==> src/common/cpr_pkg.sv <==
// Package for the colour and proximity result readout block
package cpr_pkg;

    // Register addresses of the result bytes
    localparam logic [7:0] CPR_ADDR_CLEAR_LOW = 8'h14;
    localparam logic [7:0] CPR_ADDR_CLEAR_HIGH = 8'h15;
    localparam logic [7:0] CPR_ADDR_RED_LOW = 8'h16;
    localparam logic [7:0] CPR_ADDR_RED_HIGH = 8'h17;
    localparam logic [7:0] CPR_ADDR_GREEN_LOW = 8'h18;
    localparam logic [7:0] CPR_ADDR_GREEN_HIGH = 8'h19;
    localparam logic [7:0] CPR_ADDR_BLUE_LOW = 8'h1a;
    localparam logic [7:0] CPR_ADDR_BLUE_HIGH = 8'h1b;
    localparam logic [7:0] CPR_ADDR_PROX_LOW = 8'h1c;
    localparam logic [7:0] CPR_ADDR_PROX_HIGH = 8'h1d;
    localparam logic [7:0] CPR_ADDR_FIRST = 8'h14;

    // Channel count and indices
    localparam int CPR_NUM_CHAN = 5;
    localparam logic [2:0] CPR_CH_CLEAR = 3'h0;
    localparam logic [2:0] CPR_CH_RED = 3'h1;
    localparam logic [2:0] CPR_CH_GREEN = 3'h2;
    localparam logic [2:0] CPR_CH_BLUE = 3'h3;
    localparam logic [2:0] CPR_CH_PROX = 3'h4;

    // Reset values
    localparam logic [15:0] CPR_RESULT_RESET = 16'h0000;
    localparam logic [7:0] CPR_SHADOW_RESET = 8'h00;
    localparam logic [7:0] CPR_UNMAPPED_DATA = 8'h00;

    // Field layout of a 16-bit result
    localparam int CPR_LOW_LSB = 0;
    localparam int CPR_HIGH_LSB = 8;

    // Register read request from the serial front end
    typedef struct packed {
        logic strobe;
        logic [7:0] addr;
    } cpr_rd_req_t;

    // Conversion-complete update for colour channels and proximity
    typedef struct packed {
        logic colourValid;
        logic [15:0] clearVal;
        logic [15:0] redVal;
        logic [15:0] greenVal;
        logic [15:0] blueVal;
        logic proxValid;
        logic [15:0] proxVal;
    } cpr_conv_t;

endpackage

==> src/core/cpr_readout.sv <==
// Result readout registers of the colour and proximity sensor
// Function
// - Clear, red, green, blue results each held as 16 bits, low and high byte.
// - Proximity result held as 16 bits, exposed as low and high byte.
// - Reading any low byte copies that result's upper byte into its shadow.
// - High byte read returns the shadow even after newer conversions land.
// - Colour bytes at 0x14 to 0x1b, clear red green blue, low byte even.
// - Proximity low byte at 0x1c, high byte at 0x1d, both readable.
`timescale 1ns/1ps
module cpr_readout
    import cpr_pkg::*;
(
    // Clock and reset
    input wire logic clk,
    input wire logic rst_b,
    // Register read port from the serial front end
    input wire cpr_rd_req_t rdReq,
    output logic [7:0] rdData,
    output logic rdHit,
    // Conversion results
    input wire cpr_conv_t conv
);

    // Where a byte read lands: channel and byte half
    typedef struct packed {
        logic hit;
        logic high;
        logic [2:0] chan;
    } cpr_dec_t;

    typedef struct packed {
        logic [7:0] rdData;
        logic rdHit;
    } cpr_rd_state_t;

    cpr_rd_state_t state_q;
    cpr_rd_state_t state_d;
    cpr_dec_t dec;

    // Colour channels integrate together, so one strobe loads all four
    logic colourUpd;
    logic proxUpd;

    // Live words, updated by conversions
    logic [15:0] clearLive;
    logic [15:0] redLive;
    logic [15:0] greenLive;
    logic [15:0] blueLive;
    logic [15:0] proxLive;

    // Frozen high bytes, updated by low reads
    logic [7:0] clearShadow;
    logic [7:0] redShadow;
    logic [7:0] greenShadow;
    logic [7:0] blueShadow;
    logic [7:0] proxShadow;

    // One-cycle low-byte read strobes
    logic clearLowRead;
    logic redLowRead;
    logic greenLowRead;
    logic blueLowRead;
    logic proxLowRead;

    // Candidate answer bytes
    logic [7:0] lowByte;
    logic [7:0] highByte;

    assign colourUpd = conv.colourValid;
    assign proxUpd = conv.proxValid;

    // Full address compare, no base subtraction, so wrap-around
    // addresses below the map can never alias into it
    // colour and proximity byte pairs
    always_comb begin
        dec.hit = 1'b0;
        dec.high = 1'b0;
        dec.chan = CPR_CH_CLEAR;
        unique case (rdReq.addr)
            CPR_ADDR_CLEAR_LOW: begin
                dec.hit = 1'b1;
                dec.high = 1'b0;
                dec.chan = CPR_CH_CLEAR;
            end
            CPR_ADDR_CLEAR_HIGH: begin
                dec.hit = 1'b1;
                dec.high = 1'b1;
                dec.chan = CPR_CH_CLEAR;
            end
            CPR_ADDR_RED_LOW: begin
                dec.hit = 1'b1;
                dec.high = 1'b0;
                dec.chan = CPR_CH_RED;
            end
            CPR_ADDR_RED_HIGH: begin
                dec.hit = 1'b1;
                dec.high = 1'b1;
                dec.chan = CPR_CH_RED;
            end
            CPR_ADDR_GREEN_LOW: begin
                dec.hit = 1'b1;
                dec.high = 1'b0;
                dec.chan = CPR_CH_GREEN;
            end
            CPR_ADDR_GREEN_HIGH: begin
                dec.hit = 1'b1;
                dec.high = 1'b1;
                dec.chan = CPR_CH_GREEN;
            end
            CPR_ADDR_BLUE_LOW: begin
                dec.hit = 1'b1;
                dec.high = 1'b0;
                dec.chan = CPR_CH_BLUE;
            end
            CPR_ADDR_BLUE_HIGH: begin
                dec.hit = 1'b1;
                dec.high = 1'b1;
                dec.chan = CPR_CH_BLUE;
            end
            CPR_ADDR_PROX_LOW: begin
                dec.hit = 1'b1;
                dec.high = 1'b0;
                dec.chan = CPR_CH_PROX;
            end
            CPR_ADDR_PROX_HIGH: begin
                dec.hit = 1'b1;
                dec.high = 1'b1;
                dec.chan = CPR_CH_PROX;
            end
            default: begin
                dec.hit = 1'b0;
            end
        endcase
    end

    // Word mode is decided outside; every low read freezes its shadow
    // low read decode
    always_comb begin
        clearLowRead = 1'b0;
        redLowRead = 1'b0;
        greenLowRead = 1'b0;
        blueLowRead = 1'b0;
        proxLowRead = 1'b0;
        if (rdReq.strobe && dec.hit && !dec.high) begin
            unique case (dec.chan)
                CPR_CH_CLEAR: begin
                    clearLowRead = 1'b1;
                end
                CPR_CH_RED: begin
                    redLowRead = 1'b1;
                end
                CPR_CH_GREEN: begin
                    greenLowRead = 1'b1;
                end
                CPR_CH_BLUE: begin
                    blueLowRead = 1'b1;
                end
                CPR_CH_PROX: begin
                    proxLowRead = 1'b1;
                end
                default: begin
                    clearLowRead = 1'b0;
                end
            endcase
        end
    end

    cpr_result_slot u_clear (
        .clk(clk),
        .rst_b(rst_b),
        .update(colourUpd),
        .updateVal(conv.clearVal),
        .lowRead(clearLowRead),
        .live(clearLive),
        .shadow(clearShadow)
    );

    cpr_result_slot u_red (
        .clk(clk),
        .rst_b(rst_b),
        .update(colourUpd),
        .updateVal(conv.redVal),
        .lowRead(redLowRead),
        .live(redLive),
        .shadow(redShadow)
    );

    cpr_result_slot u_green (
        .clk(clk),
        .rst_b(rst_b),
        .update(colourUpd),
        .updateVal(conv.greenVal),
        .lowRead(greenLowRead),
        .live(greenLive),
        .shadow(greenShadow)
    );

    cpr_result_slot u_blue (
        .clk(clk),
        .rst_b(rst_b),
        .update(colourUpd),
        .updateVal(conv.blueVal),
        .lowRead(blueLowRead),
        .live(blueLive),
        .shadow(blueShadow)
    );

    cpr_result_slot u_prox (
        .clk(clk),
        .rst_b(rst_b),
        .update(proxUpd),
        .updateVal(conv.proxVal),
        .lowRead(proxLowRead),
        .live(proxLive),
        .shadow(proxShadow)
    );

    // Low bytes come straight from the live word
    always_comb begin
        lowByte = CPR_UNMAPPED_DATA;
        unique case (dec.chan)
            CPR_CH_CLEAR: begin
                lowByte = clearLive[CPR_LOW_LSB +: 8];
            end
            CPR_CH_RED: begin
                lowByte = redLive[CPR_LOW_LSB +: 8];
            end
            CPR_CH_GREEN: begin
                lowByte = greenLive[CPR_LOW_LSB +: 8];
            end
            CPR_CH_BLUE: begin
                lowByte = blueLive[CPR_LOW_LSB +: 8];
            end
            CPR_CH_PROX: begin
                lowByte = proxLive[CPR_LOW_LSB +: 8];
            end
            default: begin
                lowByte = CPR_UNMAPPED_DATA;
            end
        endcase
    end

    // High bytes never come from the live word, which may have moved on
    always_comb begin
        highByte = CPR_UNMAPPED_DATA;
        unique case (dec.chan)
            CPR_CH_CLEAR: begin
                highByte = clearShadow;
            end
            CPR_CH_RED: begin
                highByte = redShadow;
            end
            CPR_CH_GREEN: begin
                highByte = greenShadow;
            end
            CPR_CH_BLUE: begin
                highByte = blueShadow;
            end
            CPR_CH_PROX: begin
                highByte = proxShadow;
            end
            default: begin
                highByte = CPR_UNMAPPED_DATA;
            end
        endcase
    end

    // Answer registered, one cycle after the strobe
    always_comb begin
        state_d = state_q;
        state_d.rdHit = 1'b0;
        if (rdReq.strobe) begin
            state_d.rdHit = dec.hit;
            state_d.rdData = CPR_UNMAPPED_DATA;
            if (dec.hit && dec.high) begin
                state_d.rdData = highByte;
            end else if (dec.hit) begin
                state_d.rdData = lowByte;
            end
        end
    end

    always_ff @(posedge clk or negedge rst_b) begin
        if (!rst_b) begin
            state_q <= '{rdData: CPR_UNMAPPED_DATA, rdHit: 1'b0};
        end else begin
            state_q <= state_d;
        end
    end

    assign rdData = state_q.rdData;
    assign rdHit = state_q.rdHit;

endmodule

==> src/core/cpr_result_slot.sv <==
// One result channel: live word and high-byte shadow
`timescale 1ns/1ps
module cpr_result_slot
    import cpr_pkg::*;
(
    // Clock and reset
    input wire logic clk,
    input wire logic rst_b,
    // Conversion update
    input wire logic update,
    input wire logic [15:0] updateVal,
    // Host read of this channel's low byte
    input wire logic lowRead,
    // Contents
    output logic [15:0] live,
    output logic [7:0] shadow
);

    typedef struct packed {
        logic [15:0] live;
        logic [7:0] shadow;
    } cpr_slot_state_t;

    cpr_slot_state_t state_q;
    cpr_slot_state_t state_d;

    always_comb begin
        state_d = state_q;
        if (update) begin
            state_d.live = updateVal;
        end
        if (lowRead) begin
            state_d.shadow = state_q.live[CPR_HIGH_LSB +: 8];
        end
    end

    always_ff @(posedge clk or negedge rst_b) begin
        if (!rst_b) begin
            state_q <= '{live: CPR_RESULT_RESET, shadow: CPR_SHADOW_RESET};
        end else begin
            state_q <= state_d;
        end
    end

    assign live = state_q.live;
    assign shadow = state_q.shadow;

endmodule

==> config.mk <==
export PLATFORM = sky130hd
export DESIGN_NAME = cpr_readout
export DESIGN_NICKNAME = d
export VERILOG_FILES = /design/src/common/cpr_pkg.sv /design/src/core/cpr_readout.sv /design/src/core/cpr_result_slot.sv
export SDC_FILE = /design/constraint.sdc
export NUM_CORES = 1
export LEC_CHECK = 0
export BUFFER_PORTS_ARGS = -buffer_cell sky130_fd_sc_hd__buf_2
export CAP_MARGIN = 20
export CORE_ASPECT_RATIO = 0.75
export CORE_UTILIZATION = 40
export CTS_CLUSTER_SIZE = 20
export DETAILED_ROUTE_END_ITERATION = 7
export PLACE_DENSITY = 0.62
export SYNTH_ARGS = -nofsm -noshare
export SYNTH_HDL_FRONTEND = slang
export SYNTH_SLANG_ARGS = --single-unit
==> constraint.sdc <==
create_clock -name clk -period 2.7 [get_ports clk]
set_clock_uncertainty 0.2 [all_clocks]
set_input_delay 0.27 -clock clk [delete_from_list [all_inputs] [get_ports clk]]
set_output_delay 0.27 -clock clk [all_outputs]
set_load 0.005 [all_outputs]
## Yosys cells after proc, flatten, opt, wreduce, memory -nomap -nowiden

Cells that the tools add are included.

- Multiplexer cells: 17
- Eq/ne operators: 14
- Reductions and logical operators: 6

Operator list:

| cell | count |
|---|---|
| 8-bit by 5-bit equality test with 1-bit output, second input constant | 10 |
| 8-bit one-hot mux with 5 select lines | 2 |
| 4-bit one-hot mux with 9 select lines | 1 |
| 8-bit 2-to-1 mux | 2 |
| 1-bit 2-to-1 mux | 12 |
| 10-bit OR reduction | 1 |
| 3-bit by 2-bit equality test with 1-bit output, second input constant | 2 |
| 3-bit by 1-bit equality test with 1-bit output, second input constant | 1 |
| 3-bit equality test, second input constant | 1 |
| 1-bit logical AND | 3 |
| 3-bit logical NOT | 1 |
| 1-bit logical NOT | 1 |

- Logic and storage cells: 49
- Flip-flop bits (word level): 129
- Bits of input ports: 93
- Output and inout port bits: 9

## Logic depth before layout (Yosys ltp)

- Depth after elaboration: 6
- Depth in mapped cells: 7
- Depth with buffers taken out: 5

## By module

From an unflattened synthesis, not the netlist that was laid out.

- Cell total of the unflattened synthesis: 432
- Area, all modules: 5992.0 um2

Modules (own cells, without submodules):

| module | area each (um2) | times used | seq. area each (um2) | cells an instance |
|---|---|---|---|---|
| cpr_result_slot | 944.7 | 5 | 600.6 | 51 |
| cpr_readout | 1268.7 | 1 | 225.2 | 177 |

## Worst setup path after synthesis

Ideal clock, no wire load.

- Path kind: input -> register
- Start point: input port rdReq[7] (netlist bit)
- End point: register u_red.state_q, in the netlist u_red.shadow[0]
- Library setup time: 0.125 ns
- Slack: 0.712 ns
- Required time: 2.375 ns
- Buffers on the path: 0
- Stages on the path: 5
- Arrival: 1.663 ns
- Cell sequence: nor4b_4 > nand2_2 > or2_4 > nor3_4 > mux2_2

- Longest elaborated chain between the ends: 6
- Elaborated cells between the ends (all ways): 19
- Classes of those cells: eq/ne: 11; mux: 4; reduce/logical: 4

RTL lines:

| what | line | text |
|---|---|---|
| start, declared | cpr_readout.sv:17 | `input wire cpr_rd_req_t rdReq,` |
| parallel branches: the longest is 5 deep, another holds 4-bit one-hot mux with 9 select lines | n/a |  |
| 1-bit 2-to-1 mux (*) | cpr_readout.sv:144 | `if (rdReq.strobe && dec.hit && !dec.high) begin` |
| end signal, assigned | cpr_result_slot.sv:39 | `state_q <= '{live: CPR_RESULT_RESET, shadow: CPR_SHADOW_RESET};` |
| end signal, assigned | cpr_result_slot.sv:41 | `state_q <= state_d;` |
| end, declared | cpr_result_slot.sv:24 | `cpr_slot_state_t state_q;` |

Every way passes the cells marked *.
A chain may end at the register's enable or synchronous reset.

## Worst setup path in the final report

- Start point: input port rdReq[7] (netlist bit)
- End point: register u_blue.state_q, in the netlist u_blue.shadow[4]

- Longest elaborated chain between the ends: 6
- Elaborated cells between the ends (all ways): 19
- Classes of those cells: eq/ne: 11; mux: 4; reduce/logical: 4

RTL lines:

| what | line |
|---|---|
| parallel branches: the longest is 5 deep, another holds 4-bit one-hot mux with 9 select lines | n/a |
| 1-bit 2-to-1 mux (*) | cpr_readout.sv:144 |
| end signal, assigned | cpr_result_slot.sv:39 |
| end signal, assigned | cpr_result_slot.sv:41 |
| end, declared | cpr_result_slot.sv:24 |

Marks and branches as above.

==> metrics.md <==
| Metric | Value |
|---|---|
| Synth area leader | `dfrtp_1` |
| CTS tree | `done` |
| Final Critical Period | `1.94 ns` |
| #FFs+latches synth | `approximately 130` |
| GPL Wtd Cong | `0.856` |
| TritonCTS Buffers | `17` |
| Slew Limit Fails | `0` |
| Setup Buffers After CTS | `0` |
| Die X | `140 um` |
| Leakage power | `3.59 nW` |
| # diodes | `0` |
| Clk root buf | `clkbuf_16` |
| Status | `finished, final reports clean` |
| Core area | `around 14000 um^2` |
| R2R Path End | `rdData[1]$_DFFE_PN0P_` |
| Worst Hold Class | `primary input to flip-flop` |
| Largest net degree at the start of global routing | `77` |
| H-tree lvl count | `4` |
| CTS Buffer Depth | `2` |
| Power Density | `639 nW/um^2` |
| CP startpoint kind | `primary input` |
| Syn Nets | `520` |
| Max cap viols | `0` |
| Hold path depth | `2` |
| Slew margin rel. | `0.559` |
| EDFF count, synth | `0` |
| Main synth FF type | `dfrtp_1` |
| Async SR Flop Fraction | `1.00` |
| Share of cells above drive strength 1 | `0.435` |
| Critical path arrival | `2.03 ns` |
| Yosys Warn Count | `0` |
| Final #Nets | `708` |
| First-pass GRT wire length | `23.2 mm` |
| WS Path Type | `primary input to flip-flop` |
| Worst setup margin | `0.758 ns` |
| Critical path endpoint category | `flip-flop` |
| Register area share after synthesis | `0.565` |
| R2R Setup Slk | `around 1.0 ns` |
| R2R depth | `5` |
| Antenna violations before repair | `0` |
| Num rows | `37` |
| Fin Setup TNS | `0 ns` |
| # resized after CTS | `0` |
| Fillcell total | `between 1000 and 1500` |
| RSZ-0062 raised after global routing | `no` |
| Synth Cell Area | `roughly 5700 um^2` |
| Routed WL per cell | `18.0 um` |
| GRT Overall Usage | `0.210` |
| Worst-path clk slew | `0.06 ns` |
| Die area | `~15000 um^2` |
| DR iter-0 viols | `between 200 and 250` |
| Io pins | `around 100` |
| CTS sink cnt | `129` |
| Yosys cell types | `49` |
| Hpwl dp | `10.2 mm` |
| Pre-CTS setup slack | `between 0.3 and 0.4 ns` |
| Final hold vios | `0` |
| Hold_sp | `rdReq[8]` |
| Actual slew at the worst max-slew pin | `around 0.66 ns` |
| Via count | `4178` |
| PortBufs | `101` |
| Vias in the first global route | `4369` |
| Final setup fails | `0` |
| Top-area cell type share of the netlist area | `0.565` |
| Router iterations before antenna repair | `5` |
| DRT antenna net count | `0` |
| WL final | `14.4 mm` |
| VDD IR-drop max | `0.386 mV` |
| Layout Area Growth over Synthesis | `37.4%` |
| Vias per cell | `5.20` |
| FF-to-FF Start | `u_prox.shadow[1]$_DFFE_PN0P_` |
| Drt drc | `0` |
| Synth top area cells | `dfrtp_1 57%, mux2_2 24%, mux2i_1 1.6%` |
| Worst skew pair latency | `0.41 ns` |
| Post-Synthesis Cells | `approximately 430` |
| End of the worst hold path | `rdData[2]$_DFFE_PN0P_` |
| Fmax | `515 MHz` |
| Final global-route overflow total | `0` |
| Final period util | `0.719` |
| Initial Util | `0.413` |
| Worst path required time | `roughly 2.8 ns` |
| Die Height | `106 um` |
| CP max FO | `8` |
| Average instance area after synthesis | `approximately 13 um^2` |
==> where the power goes <==
| group | internal, mW | leakage [nW] | switching, mW |
|---|---|---|---|
| Clock | 1.45 | 0.282 | 0.852 |
| Sequential | 2.09 | 1.61 | 0.0966 |
| Combinational | 0.311 | 1.70 | 0.222 |
| Total | 3.84 | 3.59 | 1.17 |
==> cells in the mapped netlist (3+ instances only) <==
cell type and count:
a21boi_0 4, a21oi_1 17, a221o_1 5, a221oi_1 4, a22o_1 9, a31oi_1 4, and2_1 3, and3_1 3
buf_2 4, clkbuf_1 16, dfrtp_1 129, inv_1 3, mux2_2 120, mux2i_1 9, nand2_1 22, nor2_1 6
nor2b_1 7, o21ai_0 15, o22ai_1 3, o2bb2ai_1 5, o31ai_1 3
==> area by class of cell <==
type / instances / area [um^2] / area share
clock buffer: 18 / 429 / 0.0547
clock inverter: 14 / 166 / 0.0212
inverter: 3 / 11.3 / 0.00143
multi-input combinational: 270 / 2360 / 0.301
sequential: 129 / 3230 / 0.411
tap: 175 / 219 / 0.0279
timing repair buffer: 194 / 1430 / 0.183
==> flip-flops by register name, summed over array words and instances, names as in the netlist, 8 cells and up <==
signal          flops
rdData              8
u_green.shadow      8
u_red.live         16
u_prox.shadow       8
u_clear.live       16
u_prox.live        16
u_green.live       16
u_blue.live        16
u_clear.shadow      8
u_red.shadow        8
u_blue.shadow       8
==> through the flow <==
step           cells  area, um^2  hold WS (ns)  power (mW)  utilization
2_1_floorplan    427        5710        -0.226        2.44            -
3_3_place_gp     690        6440         0.116        2.65        0.466
3_5_place_dp     690        6440         0.126        2.66        0.466
4_1_cts          803        7850        0.0248        5.07        0.567
5_1_grt          803        7850        0.0527        5.23        0.567
6_report         803        7850        0.0429        5.02        0.567
==> worst max-delay path by stage <==
| stage | startpoint | endpoint | cells past startpoint |
|---|---|---|---|
| finish | rdReq[7] | u_blue.shadow[4]$_DFFE_PN0P_ | 6 |
| global route | rdReq[7] | u_blue.shadow[4]$_DFFE_PN0P_ | 6 |
| global placement | rdReq[7] | u_blue.shadow[2]$_DFFE_PN0P_ | 6 |
| detailed placement | rdReq[7] | u_blue.shadow[0]$_DFFE_PN0P_ | 6 |
| CTS | rdReq[7] | u_blue.shadow[4]$_DFFE_PN0P_ | 6 |
| floorplan | rdReq[7] | u_red.shadow[0]$_DFFE_PN0P_ | 5 |
==> worst max-delay path: stages <==
cell     delay [ns]
buf_2          0.12
nor4b_4        0.38
nand2_2        0.13
nor2_1         0.30
and3_1         0.45
mux2_2         0.39
==> per-layer routing <==
layer | GRT usage | wire length (um) | vias up | share of wire
met2 | 0.326 | 6680 | 130 | 0.46
met4 | 0.0636 | 144 | 0 | 0.010
li1 | - | - | 1951 | -
met5 | 0 | 0 | - | 0
met1 | 0.291 | 6930 | 2081 | 0.48
met3 | 0.0504 | 670 | 16 | 0.046
==> logic make-up after synthesis <==
| group | synth area share |
|---|---|
| compound gates | 0.0964 |
| buf+inv | 0.0215 |
| flops | 0.565 |
| mux | 0.252 |
| simple gates | 0.0648 |
==> cell usage in the layout, fill, tap and decap left out, drive strengths merged, types with 5 or more instances in the layout <==
master | Yosys | layout
a21oi | 17 | 17
a221o | 5 | 5
a22o | 9 | 9
buf | 8 | 113
clkbuf | 17 | 18
clkinv | 0 | 7
dfrtp | 129 | 129
dlygate4sd3 | 0 | 81
mux2 | 120 | 120
mux2i | 9 | 9
nand2 | 23 | 23
nor2 | 6 | 6
nor2b | 7 | 7
o21ai | 15 | 15
o2bb2ai | 5 | 5
==> repair_timing <==
| item | in CTS | in global routing |
|---|---|---|
| hold buffers | 81 | 0 |
| endpoints found under the setup margin | 0 | 0 |
| endpoints found under the hold margin | 209 | 0 |
(Power assumes the default switching activity.)
